--- src/rtl/cfg_map.svh ---
// Offsets, bit positions and reset values of the configuration register
`ifndef CFG_MAP_SVH
`define CFG_MAP_SVH
`define CFG_REG_ADDR 8'h0F
`define CFG_RESET_BITS 6'h0C
`define CFG_BIT_IRQ_STATUS 7
`define CFG_BIT_BLINK_STATUS 6
`define CFG_CTRL_MSB 5
`define MASTER_NIBBLE_MSB 3
`define PORT_COUNT 16
`endif

--- src/rtl/cfg_pkg.sv ---
// Types shared by the configuration register block
package cfg_pkg;
    // Stored control bits, D5 down to D0
    typedef struct packed {
        logic phase1_pin_level;
        logic phase0_pin_level;
        logic irq_enable;
        logic global_intensity;
        logic blink_flip;
        logic blink_enable;
    } cfg_bits_t;

    typedef struct packed {
        logic wr;
        logic rd;
        logic [7:0] addr;
        logic [7:0] wdata;
    } reg_req_t;

    typedef struct packed {
        logic valid;
        logic [7:0] rdata;
    } reg_rsp_t;

    typedef struct packed {
        logic stage1;
        logic stage2;
    } sync_state_t;

    typedef struct packed {
        cfg_bits_t cfg;
        logic irq_status;
        logic blink_phase;
        logic pin_oe;
        logic sample_req;
        logic [3:0] gpo_intensity;
        logic [63:0] port_intensity;
        reg_rsp_t rsp;
    } ctl_state_t;
endpackage : cfg_pkg

--- src/rtl/blink_pin_sync.sv ---
// Two-stage synchroniser for the blink input pin
`timescale 1ns/10ps
module blink_pin_sync (
    input wire logic ref_clk,
    input wire logic rst_b,
    input wire logic blink_pin,
    output logic blink_level
);
    cfg_pkg::sync_state_t state;
    cfg_pkg::sync_state_t next_state;

    always_comb begin
        next_state.stage1 = blink_pin;
        next_state.stage2 = state.stage1;
    end

    always_ff @(posedge ref_clk) begin
        if (!rst_b) begin
            state <= '0;
        end else begin
            state <= next_state;
        end
    end

    assign blink_level = state.stage2;
endmodule : blink_pin_sync

--- src/rtl/config_reg_irq_gpo_control.sv ---
// Device configuration register, blink phase and interrupt/GPO pin control
`timescale 1ns/10ps
`include "cfg_map.svh"

// Functional notes
// - Register 0x0F holds blink enable in D0 and the blink flip in D1.
// - With D2 clear each port uses its own intensity, the pin the master.
// - With D2 set every port uses the master intensity low nibble.
// - With D3 clear the combined pin is a GPO driven from D4 and D5.
// - With D3 set the combined pin follows the data change detection.
// - Interrupt and blink off: D4 of 0 pulls the pin low, 1 releases it.
// - Interrupt off, blink on, phase 0: D4 sets the pin level.
// - Interrupt off, blink on, phase 1: D5 sets the pin level.
// - A read returns D5..D0 stored, interrupt status D7, blink pin D6.
// - With blink on the phase is the flip bit xor the blink pin level.
// - With blink off the flip bit is ignored and phase 0 is used.
// - Interrupt on: status 1 and pin low while a change is detected.
module config_reg_irq_gpo_control (
    input wire logic ref_clk,
    input wire logic rst_b,
    input cfg_pkg::reg_req_t reg_req,
    output cfg_pkg::reg_rsp_t reg_rsp,
    input wire logic blink_pin,
    input wire logic data_change,
    input wire logic [7:0] master_intensity,
    input wire logic [63:0] per_port_intensity,
    output logic [63:0] port_intensity,
    output logic [3:0] gpo_intensity,
    output logic blink_phase,
    output logic input_sample_req,
    output logic irq_or_gpo_pin_out,
    output logic irq_or_gpo_pin_oe
);
    ////////////////////////////////////////////////////////////////////////
    cfg_pkg::ctl_state_t state;
    cfg_pkg::ctl_state_t next_state;
    logic blink_level;
    logic cfg_hit_wr;
    logic cfg_hit_rd;

    blink_pin_sync blink_pin_sync_inst (
        .ref_clk(ref_clk),
        .rst_b(rst_b),
        .blink_pin(blink_pin),
        .blink_level(blink_level)
    );

    // Level the GPO asks for; 1 releases the open-drain pin
    function automatic logic gpo_level(input cfg_pkg::cfg_bits_t c,
                                       input logic phase);
        if (c.blink_enable && phase) begin
            gpo_level = c.phase1_pin_level;
        end else begin
            gpo_level = c.phase0_pin_level;
        end
    endfunction : gpo_level

    function automatic logic is_cfg(input logic [7:0] addr);
        is_cfg = (addr == `CFG_REG_ADDR);
    endfunction : is_cfg

    assign cfg_hit_wr = reg_req.wr && is_cfg(reg_req.addr);
    assign cfg_hit_rd = reg_req.rd && is_cfg(reg_req.addr);

    ////////////////////////////////////////////////////////////////////////
    always_comb begin
        next_state = state;
        next_state.rsp.valid = 1'b0;
        next_state.sample_req = 1'b0;
        if (cfg_hit_wr) begin
            // Status positions D7 and D6 are dropped here
            next_state.cfg = cfg_pkg::cfg_bits_t'(
                reg_req.wdata[`CFG_CTRL_MSB:0]);
            // Writing the register resamples the port inputs
            next_state.sample_req = 1'b1;
        end
        if (cfg_hit_rd) begin
            next_state.rsp.valid = 1'b1;
            next_state.rsp.rdata = {state.irq_status, blink_level,
                                    state.cfg};
        end
        next_state.irq_status = data_change;
        next_state.blink_phase = state.cfg.blink_enable
            && (state.cfg.blink_flip ^ blink_level);
        if (state.cfg.irq_enable) begin
            next_state.pin_oe = state.irq_status;
        end else begin
            next_state.pin_oe =
                !gpo_level(state.cfg, state.blink_phase);
        end
        next_state.gpo_intensity =
            master_intensity[`MASTER_NIBBLE_MSB:0];
        if (state.cfg.global_intensity) begin
            next_state.port_intensity = {`PORT_COUNT{
                master_intensity[`MASTER_NIBBLE_MSB:0]}};
        end else begin
            next_state.port_intensity = per_port_intensity;
        end
    end

    always_ff @(posedge ref_clk) begin
        if (!rst_b) begin
            state <= '0;
            state.cfg <= cfg_pkg::cfg_bits_t'(`CFG_RESET_BITS);
            state.pin_oe <= 1'b0;
        end else begin
            state <= next_state;
        end
    end

    assign reg_rsp = state.rsp;
    assign port_intensity = state.port_intensity;
    assign gpo_intensity = state.gpo_intensity;
    assign blink_phase = state.blink_phase;
    assign input_sample_req = state.sample_req;
    assign irq_or_gpo_pin_out = 1'b0;
    assign irq_or_gpo_pin_oe = state.pin_oe;
endmodule : config_reg_irq_gpo_control
--- config.mk ---
export PLATFORM = sky130hd
export DESIGN_NAME = config_reg_irq_gpo_control
export DESIGN_NICKNAME = d
export VERILOG_FILES = /design/src/rtl/cfg_pkg.sv /design/src/rtl/blink_pin_sync.sv /design/src/rtl/config_reg_irq_gpo_control.sv
export VERILOG_INCLUDE_DIRS = /design/src /design/src/rtl
export SDC_FILE = /design/constraint.sdc
export NUM_CORES = 1
export LEC_CHECK = 0
export ABC_AREA = 1
export BUFFER_PORTS_ARGS = -buffer_cell sky130_fd_sc_hd__buf_2
export CAP_MARGIN = 15
export CORE_MARGIN = 2
export CORE_UTILIZATION = 49
export CTS_CLUSTER_SIZE = 12
export DETAILED_ROUTE_END_ITERATION = 6
export PLACE_DENSITY = 0.87
export REMOVE_ABC_BUFFERS = 1
export SETUP_SLACK_MARGIN = 0.2
export SYNTH_ARGS = -nofsm -noshare
export SYNTH_HDL_FRONTEND = slang
export SYNTH_SLANG_ARGS = --single-unit
--- constraint.sdc ---
create_clock -name ref_clk -period 3 [get_ports ref_clk]
set_input_delay 0.75 -clock ref_clk [delete_from_list [all_inputs] [get_ports ref_clk]]
set_output_delay 0.75 -clock ref_clk [all_outputs]
set_load 0.05 [all_outputs]
; ---- Word level (Yosys, flattened, before mapping)
; Index checks and enable logic that the tools add are counted.
[totals]
ff_bits = 89
output_inout_bits = 81
wordCells = 29
[classes]
n_eq_ne = 1
muxes = 6
bitwise_logic = 1
n_reduce_logical = 5
[op_table]
columns = operator, count
row1 = $mux W64, 1
row2 = $mux W9, 1
row3 = $eq A8 B4 Y1 const B, 1
row4 = $logic_and A1 B1 Y1, 4
row5 = $mux W1, 4
row6 = $logic_not A1 Y1, 1
row7 = $xor A1 B1 Y1, 1

; ---- Logic depth before layout (Yosys ltp)
; Gate-level depths: netlist of the first run.
[logic_depth]
ltp_word = 5
ltp_mapped = 8
ltp_nobuf = 7

; ---- Hierarchy
; From an unflattened synthesis of the first run, not the netlist that was laid out.
[hier_totals]
cells_unflattened = 423
hier_area_um2 = 3503.4
[by_module_without_submodules]
columns = module, n_inst, cells_per_inst, area_per_inst_um2, seq_area_each_um2
row1 = config_reg_irq_gpo_control, 1, 417, 3448.3, 1741.7
row2 = blink_pin_sync, 1, 6, 55.1, 40.0

; ---- Worst setup path before layout of the first run
; OpenSTA, ideal clock, no wires.
[synth_timing]
kind = input to register
startpoint = input reg_req[13] (netlist bit)
endpoint = register state, in the netlist reg_rsp[2]
setup_time_ps = 113
arrival_time_ps = 1396
path_slack_ps = 1492
cell_stages = 7
n_path_buf = 1
path_cell_list = inv_1 -> nand2_2 -> nor2_4 -> nand3_4 -> buf_6 -> nor2_1 -> nor2_1
[synth_via]
elab_chain_cells = 2
[synth_rtl]
columns = element, line
row1 = "start, declared", config_reg_irq_gpo_control.sv:21  ; input cfg_pkg::reg_req_t reg_req,
row2 = $eq A8 B4 Y1 (no source line), --
row3 = $logic_and A1 B1 Y1, config_reg_irq_gpo_control.sv:63  ; assign cfg_hit_rd = reg_req.rd && is_cfg(reg_req.addr);
row4 = "end signal, assigned", config_reg_irq_gpo_control.sv:107  ; state <= next_state;
row5 = "end, declared", config_reg_irq_gpo_control.sv:35  ; cfg_pkg::ctl_state_t state;
; Every way passes these cells.
; A chain may end at the register's enable or synchronous reset.

; ---- Worst setup path after layout of the first run
[layout_timing]
startpoint = register state, in the netlist blink_phase
endpoint = output blink_phase
[layout_rtl]
columns = element, line
row1 = "end, declared", config_reg_irq_gpo_control.sv:29  ; output logic blink_phase,
; No word-level cell between the ends.

==> summary.md, run 1 <==
| Metric | Value |
|---|---|
| Result of the run | `completed` |
| Share of Yosys cell area claimed by the top area cell type | `0.507` |
| Class of the tightest hold or removal check | `register to register` |
| GR Layer Usage met1 | `0.182` |
| Antenna diode instance count | `0` |
| First-pass GRT wire length | `10300 µm` |
| Row count | `30` |
| Clk sinks | `89` |
| Average size of a mapped cell | `8.28 µm²` |
| Longest individual stage delay on the worst path | `0.35 ns` |
| DP HPWL | `5080 µm` |
| Period Utilization, post-route | `0.569` |
| RSZ-0062 raised after global routing | `no` |
| Die ar. | `7860 µm²` |
| Max rail drop VDD | `0.000364 V` |
| Cell with the biggest individual delay on the critical path | `sky130_fd_sc_hd__dfxtp_1` |
| Finish-stage setup viols | `0` |
| Cell area after technology mapping | `3510 µm²` |
| Die height | `88.6 µm` |
| Met3 usage in global routing | `0.0532` |
| CP Launch Type | `register` |
| Crit-path leading delay family | `flip-flops` |
| Die Wd | `88.6 µm` |
| Fillers | `643` |
| Required time of the critical path | `2.25 ns` |
| Total area of multi-input combinational cells | `928 µm²` |
| Layout cells sized above 1 | `0.380` |
| Number of buffers inserted by port buffering | `167` |
| Detailed-route DRC error count | `0` |
| Reg area | `1780 µm²` |
| Reg-to-Reg Start | `state[83]` |
| Biggest area consumer among synthesized cells | `sky130_fd_sc_hd__dfxtp_1` |
| Data arrival at the endpoint of the critical path | `0.96 ns` |
| Cell types with the largest area share after synthesis | `sky130_fd_sc_hd__dfxtp_1 51%, sky130_fd_sc_hd__buf_4 17%, sky130_fd_sc_hd__nand2_1 11%, sky130_fd_sc_hd__a21oi_1 9.6%, sky130_fd_sc_hd__inv_1 2.6%` |
| Total via count after detailed routing | `2735` |
| Count of different cell masters after synthesis | `20` |
| Type of destination of the critical path | `output pin` |
| TritonCTS clock tree | `built` |
| Clock Pin Slew Worst Setup and Hold Paths | `0.08 ns` |
| Pwr Density | `608 nW/µm²` |
| WL final | `7020 µm` |
| CP max FO | `2` |
| Clock latency on the worst-skew pair | `0.34 ns` |
| Routed wire length per instance | `11.6 µm` |
| Critical path buffers and inverters | `1` |
| Mapped Cells | `424` |
| Final max-slew violation count | `0` |
| Clk root buf | `sky130_fd_sc_hd__clkbuf_8` |
| Per-cell via count in the routed design | `4.51` |
| Critical Path Start | `blink_phase` |
| Most utilized layer in the global route result | `met2` |
| Maximum number of buffers from clock root to sink | `2` |
| Number of resized instances in the post-cts repair step | `0` |
| Final number of hold-violating endpoints | `0` |
| Overall overflow remaining after global route | `0` |
| Clock tree skew after final layout | `0.00775 ns` |
| Antenna violations before repair | `0` |
| Leakage dissipation | `2.05 nW` |
| IO Pins | `175` |
| H-tree level count | `3` |
| Global-route total usage across every layer | `0.171` |
| Max Cap Viol | `0` |
| Worst slew slack as a fraction of its limit | `0.355` |
| Area growth, synth to finish | `13.5%` |
| Largest net degree at the start of global routing | `66` |
| Count of hold buffers inserted by post-cts repair | `0` |
| GRT met2 Usage | `0.310` |
| Core utilization of the finished layout | `0.580` |
| Sequential fraction of the synthesis area | `0.507` |
| Kind of critical path | `register to output pin` |
| Number of buffers inserted by post-CTS setup repair | `0` |
| Setup TNS | `0 ns` |
| Detailed Routing Iterations Pass 1 | `4` |
| Effective utilization at floorplan | `0.511` |
| Hold path startpoint | `blink_pin_sync_inst.next_state[0]` |
| Actual transition at the worst max-transition pin | `0.968 ns` |
| Drt first-iter violations | `64` |
| Syn. warnings | `0` |
| Via count of the first global-routing pass | `2411` |
| Number of nets with antenna violations after detailed routing | `0` |
| Clock period minus final worst setup slack | `1.71 ns` |
| Series of cell instances along the critical path | `buf_2` |
| Core Region | `6870 µm²` |
| Total clock buffers created by CTS | `9` |
| Placer's final routability congestion estimate | `0.774` |
| Register bit total from synthesis | `89` |
| Total number of nets in the final design | `599` |
| Highest clock rate | `0.586 GHz` |
-- cell usage in the layout, fill, tap and decap left out, drive strengths merged --
cell      instances
buf             169
clkinv            3
nor2             26
a21oi            67
conb              1
clkbuf           10
nand2           106
bufinv            1
clkinvlp          2
o21a              1
inv              26
nand4             3
dfxtp            89
o21ai             2
nand3             4
-- final cells by class --
cell class | count | area share
Clock inverter | 6 | 0.0170
Sequential cell | 89 | 0.447
Multi-Input combinational cell | 210 | 0.233
Clock buffer | 10 | 0.0345
Tap cell | 96 | 0.0302
Inverter | 26 | 0.0245
Timing Repair Buffer | 169 | 0.214
-- worst paths after layout --
path | slack (ns) | end | cells after the start
setup / recovery | 1.29 | blink_phase | 1
hold / removal | 0.43 | blink_pin_sync_inst.blink_level | 2
hold reg to reg | 0.43 | blink_pin_sync_inst.blink_level | 2
setup reg to reg | 1.37 | port_intensity[0] | 3
-- cells by family after synthesis --
kind of cell    count (synthesis)  synth area share
other cells                     1           0.00107
simple gates                  139             0.163
buf+inv                       125             0.228
flops                          89             0.507
compound gates                 70             0.100
-- layer usage --
layer  wire, µm  part of all wire  up-vias
met3        562             0.080       11
met2       3500              0.50      116
met4        132             0.019        0
met1       2830              0.40     1212
met5          0                 0        -
li1           -                 -     1396
-- registers in the layout (all words and copies together), names as in the netlist --
| name | cells |
|---|---|
| state | 7 |
| blink_phase | 1 |
| blink_pin_sync_inst.next_state | 1 |
| irq_or_gpo_pin_oe | 1 |
| gpo_intensity | 4 |
| blink_pin_sync_inst.blink_level | 1 |
| reg_rsp | 9 |
| input_sample_req | 1 |
| port_intensity | 64 |
-- through the flow --
stage          cell area, µm²  power (W)  std cells  hold slack (ns)  setup slack (ns)
6_report                 3980    0.00242        606            0.430              1.29
5_1_grt                  3980    0.00252        606            0.456              1.19
4_1_cts                  3980    0.00245        606            0.433              1.27
3_5_place_dp             3780    0.00164        590            0.400              1.28
3_3_place_gp             3780    0.00163        590            0.400              1.31
2_1_floorplan            2810    0.00151        325            0.390              1.07
-- synth_stat cells, drive strengths merged --
library cell  instances
buf                  96
dfxtp                89
conb                  1
nand4                 3
a21oi                67
nand2               106
clkbuf                3
nand3                 4
o21ai                 2
o21a                  1
inv                  26
nor2                 26
-- where the power goes --
part / switching (W) / internal (W) / leakage [nW]
Clock: 0.000409 / 0.000409 / 0.0985
Sequential: 0.0000119 / 0.00123 / 0.737
Combinational: 0.000267 / 0.0000927 / 1.21
Total: 0.000688 / 0.00173 / 2.05
No activity file was read; power rests on OpenSTA's default activity.
==> run 2, diff against run 1 <==
--- a/config.mk
+++ b/config.mk
@@ -6,14 +6,14 @@
 export SDC_FILE = /design/constraint.sdc
 export NUM_CORES = 1
 export LEC_CHECK = 0
-export ABC_AREA = 1
+export ABC_AREA = 0
 export BUFFER_PORTS_ARGS = -buffer_cell sky130_fd_sc_hd__buf_2
 export CAP_MARGIN = 15
 export CORE_MARGIN = 2
-export CORE_UTILIZATION = 49
+export CORE_UTILIZATION = 42
 export CTS_CLUSTER_SIZE = 12
 export DETAILED_ROUTE_END_ITERATION = 6
-export PLACE_DENSITY = 0.87
+export PLACE_DENSITY = 0.78
 export REMOVE_ABC_BUFFERS = 1
 export SETUP_SLACK_MARGIN = 0.2
 export SYNTH_ARGS = -nofsm -noshare
==> constraint.sdc (replaced) <==
create_clock -name ref_clk -period 1.4 [get_ports ref_clk]
set_input_delay 0.35 -clock ref_clk [delete_from_list [all_inputs] [get_ports ref_clk]]
set_output_delay 0.35 -clock ref_clk [all_outputs]
set_load 0.05 [all_outputs]
==> run 2 against run 1 <==
First-iteration DRC count decreased by 44%; highest routed layer unchanged; non-clock buffer count increased by 11; critical path depth rose by 3; wire length is 18% higher; largest power group unchanged; register-to-register slack worse by 1.1 ns; clock skew increased by 0.0025 ns; worst setup slack worse by 1.2 ns; sequential cell count unchanged.
==> summary.md, run 2 <==
| Metric | Value |
|---|---|
| Clock Pin Slew Worst Setup and Hold Paths | `0.07 ns` |
| Count of different cell masters after synthesis | `22` |
| Largest family of logic cells by synthesized area | `buffers and inverters` |
| Finish-stage setup viols | `0` |
| Compound-cell area share of the yosys netlist | `0.141` |
| Share of Yosys cell area claimed by the top area cell type | `0.476` |
| Register bit total from synthesis | `89` |
| Total clock buffers created by CTS | `9` |
| Number of buffers inserted by port buffering | `167` |
| Final Instance Area | `5210 µm²` |
| DP HPWL | `5390 µm` |
| Max reg flops | `64` |
| Cell types with the largest area share after synthesis | `sky130_fd_sc_hd__dfxtp_1 48%, sky130_fd_sc_hd__buf_4 16%, sky130_fd_sc_hd__a21boi_0 13%, sky130_fd_sc_hd__nand2b_1 11%, sky130_fd_sc_hd__mux2i_1 3.2%` |
| Clk root buf | `sky130_fd_sc_hd__clkbuf_8` |
| Longest individual stage delay on the worst path | `0.55 ns` |
| Die ar. | `9680 µm²` |
| Placer's final routability congestion estimate | `0.763` |
| Most frequent cell after synthesis | `sky130_fd_sc_hd__dfxtp_1` |
| Die Wd | `98.4 µm` |
| Detailed Routing Iterations Pass 1 | `4` |
| WL final | `8250 µm` |
| RSZ-0062 raised after global routing | `yes` |
| Kind of critical path | `input pin to register` |
| Total number of nets in the final design | `568` |
| Core Region | `8680 µm²` |
| Data arrival at the endpoint of the critical path | `1.55 ns` |
| CP Launch Type | `input pin` |
| Per-cell via count in the routed design | `4.72` |
| Antenna violations before repair | `0` |
| Via count of the first global-routing pass | `2878` |
| Result of the run | `completed` |
| Overall overflow remaining after global route | `0` |
| Number of nets with antenna violations after detailed routing | `0` |
| Layout cells sized above 1 | `0.590` |
| Row count | `34` |
| Synth Area in XOR/XNOR | `0.00234` |
| Flop2flop setup slack | `0.28 ns` |
| Clk sinks | `89` |
| Routed wire length per instance | `14.1 µm` |
| Highest clock rate | `0.777 GHz` |
| Total via count after detailed routing | `2767` |
| First-pass GRT wire length | `12900 µm` |
| Syn. warnings | `0` |
| Maximum number of buffers from clock root to sink | `2` |
| Die height | `98.4 µm` |
| Drt first-iter violations | `36` |
| Cell area after technology mapping | `3740 µm²` |
| Async set-reset flop share out of synthesis | `0` |
| Clock period minus final worst setup slack | `1.29 ns` |
| Required time of the critical path | `1.66 ns` |
| CP max FO | `4` |
| Class of the tightest hold or removal check | `input pin to register` |
| Largest net degree at the start of global routing | `55` |
| Count of hold buffers inserted by post-cts repair | `0` |
| Setup TNS | `0 ns` |
| EDFF count, synth | `0` |
| Final max-slew violation count | `0` |
| Fillers | `705` |
| Final number of hold-violating endpoints | `0` |
| Cell area reported after detailed placement | `4170 µm²` |
| Area growth, synth to finish | `39.2%` |
| Final Non-Filler Cells | `586` |
| Mapped Cells | `383` |
| Effective utilization at floorplan | `0.431` |
| Commonest non-fill, non-tap cell in the layout | `sky130_fd_sc_hd__buf_2` |
| Sequential fraction of the synthesis area | `0.476` |
| Share of synthesized cell area in and, or, nand and nor gates | `0.167` |
| Global-route total usage across every layer | `0.164` |
| Leakage dissipation | `2.21 nW` |
| Period Utilization, post-route | `0.919` |
| Fraction of synthesized area in multiplexers | `0.0321` |
| Max rail drop VDD | `0.000553 V` |
| Fraction of the mapped netlist area in adder cells | `0` |
| Clock tree skew after final layout | `0.0103 ns` |
| Average size of a mapped cell | `9.77 µm²` |
| Highest-count cells in the layout ignoring fill and taps | `85 x sky130_fd_sc_hd__buf_2, 79 x sky130_fd_sc_hd__dfxtp_2, 64 x sky130_fd_sc_hd__nand2b_1` |
| Pwr Density | `1080 nW/µm²` |
| Series of cell instances along the critical path | `buf_6 > or4_4 > nor3_4 > mux2i_1` |
| Type of destination of the critical path | `register` |
| Max Cap Viol | `0` |
| Count of placed standard cells including taps | `568` |
| Cell with the biggest individual delay on the critical path | `sky130_fd_sc_hd__or4_4` |
| Detailed-route DRC error count | `0` |
| Prevailing post-synth register cell | `sky130_fd_sc_hd__dfxtp_1` |
| Biggest area consumer among synthesized cells | `sky130_fd_sc_hd__dfxtp_1` |
| IO Pins | `175` |
| Clock latency on the worst-skew pair | `0.34 ns` |
| Antenna diode instance count | `0` |
| Leading cell types by count after synthesis | `89 x sky130_fd_sc_hd__dfxtp_1, 79 x sky130_fd_sc_hd__buf_4, 66 x sky130_fd_sc_hd__a21boi_0` |
| H-tree level count | `3` |
| TritonCTS clock tree | `built` |
==> run 2: changes by cell type after synthesis, sizes merged, moves of 4 or more <==
cell    previous run  this run
nand3              4         0
inv               26         1
a21boi             0        66
a21oi             67         0
nand2b             0        64
mux2i              0        12
buf               96        80
nand2            106        25
and2               0         7
nor2              26         2
clkbuf             3        20
==> run 2: logic make-up after synthesis <==
| logic type | Yosys count |
|---|---|
| other | 1 |
| muxes | 12 |
| AOI/OAI and AO/OA | 71 |
| xor gates and xnor gates | 1 |
| buffers and inverters | 101 |
| DFF | 89 |
| and+or+nand+nor | 108 |
==> run 2: layout make-up <==
class                      count  area (µm²)  share of cell area
inverter                       1        3.75            0.000720
tap                          108         135              0.0259
clock inverter                 4        77.6              0.0149
clock buffer                  11         141              0.0271
multi-input combinational    193        1310               0.252
timing repair buffer         180        1660               0.318
sequential                    89        1880               0.362
==> run 2: final timing paths <==
| path | start | end | cells past startpoint |
|---|---|---|---|
| max | reg_req[14] | state[81] | 4 |
| min | blink_pin | blink_pin_sync_inst.next_state[0] | 2 |
| max reg2reg | state[83] | port_intensity[48] | 4 |
| min reg2reg | blink_pin_sync_inst.next_state[0] | blink_pin_sync_inst.blink_level | 1 |
==> run 2: per-layer routing <==
| metal | up-vias | track usage | share of wire |
|---|---|---|---|
| met4 | 0 | 0.0717 | 0.024 |
| li1 | 1348 | - | - |
| met2 | 109 | 0.304 | 0.53 |
| met1 | 1291 | 0.179 | 0.38 |
| met3 | 19 | 0.0369 | 0.062 |
| met5 | - | 0 | 0 |
==> run 2: repair_timing <==
action / 4_1_cts / 5_1_grt
pin swaps: 2 / 1
gates resized for setup: 253 / 40
buffers inserted: 1 / 2
setup endpoints to repair: 134 / 107
==> run 2: per-stage QoR <==
step	util	hold slack, ns	power, W	worst slack (ns)
6_report	0.600	0.220	0.00562	0.113
5_1_grt	0.600	0.219	0.00581	0.0993
4_1_cts	0.584	0.195	0.00564	0.108
3_5_place_dp	0.480	0.422	0.00352	-0.268
3_3_place_gp	0.480	0.420	0.00351	-0.213
2_1_floorplan	-	0.412	0.00321	-0.275
==> run 2: critical path, delay by kind of cell <==
kind | cells | cell delay (ns)
AND/OR/NAND/NOR | 2 | 0.86
multiplexers | 1 | 0.24
buffers and inverters | 1 | 0.09
==> run 2: power by group <==
| group | leakage (nW) | total, W | switching, W | internal, W |
|---|---|---|---|---|
| clock | 0.110 | 0.00192 | 0.000871 | 0.00105 |
| sequential | 0.760 | 0.00273 | 0.0000634 | 0.00266 |
| combinational | 1.34 | 0.000970 | 0.000572 | 0.000398 |
| total | 2.21 | 0.00562 | 0.00151 | 0.00411 |
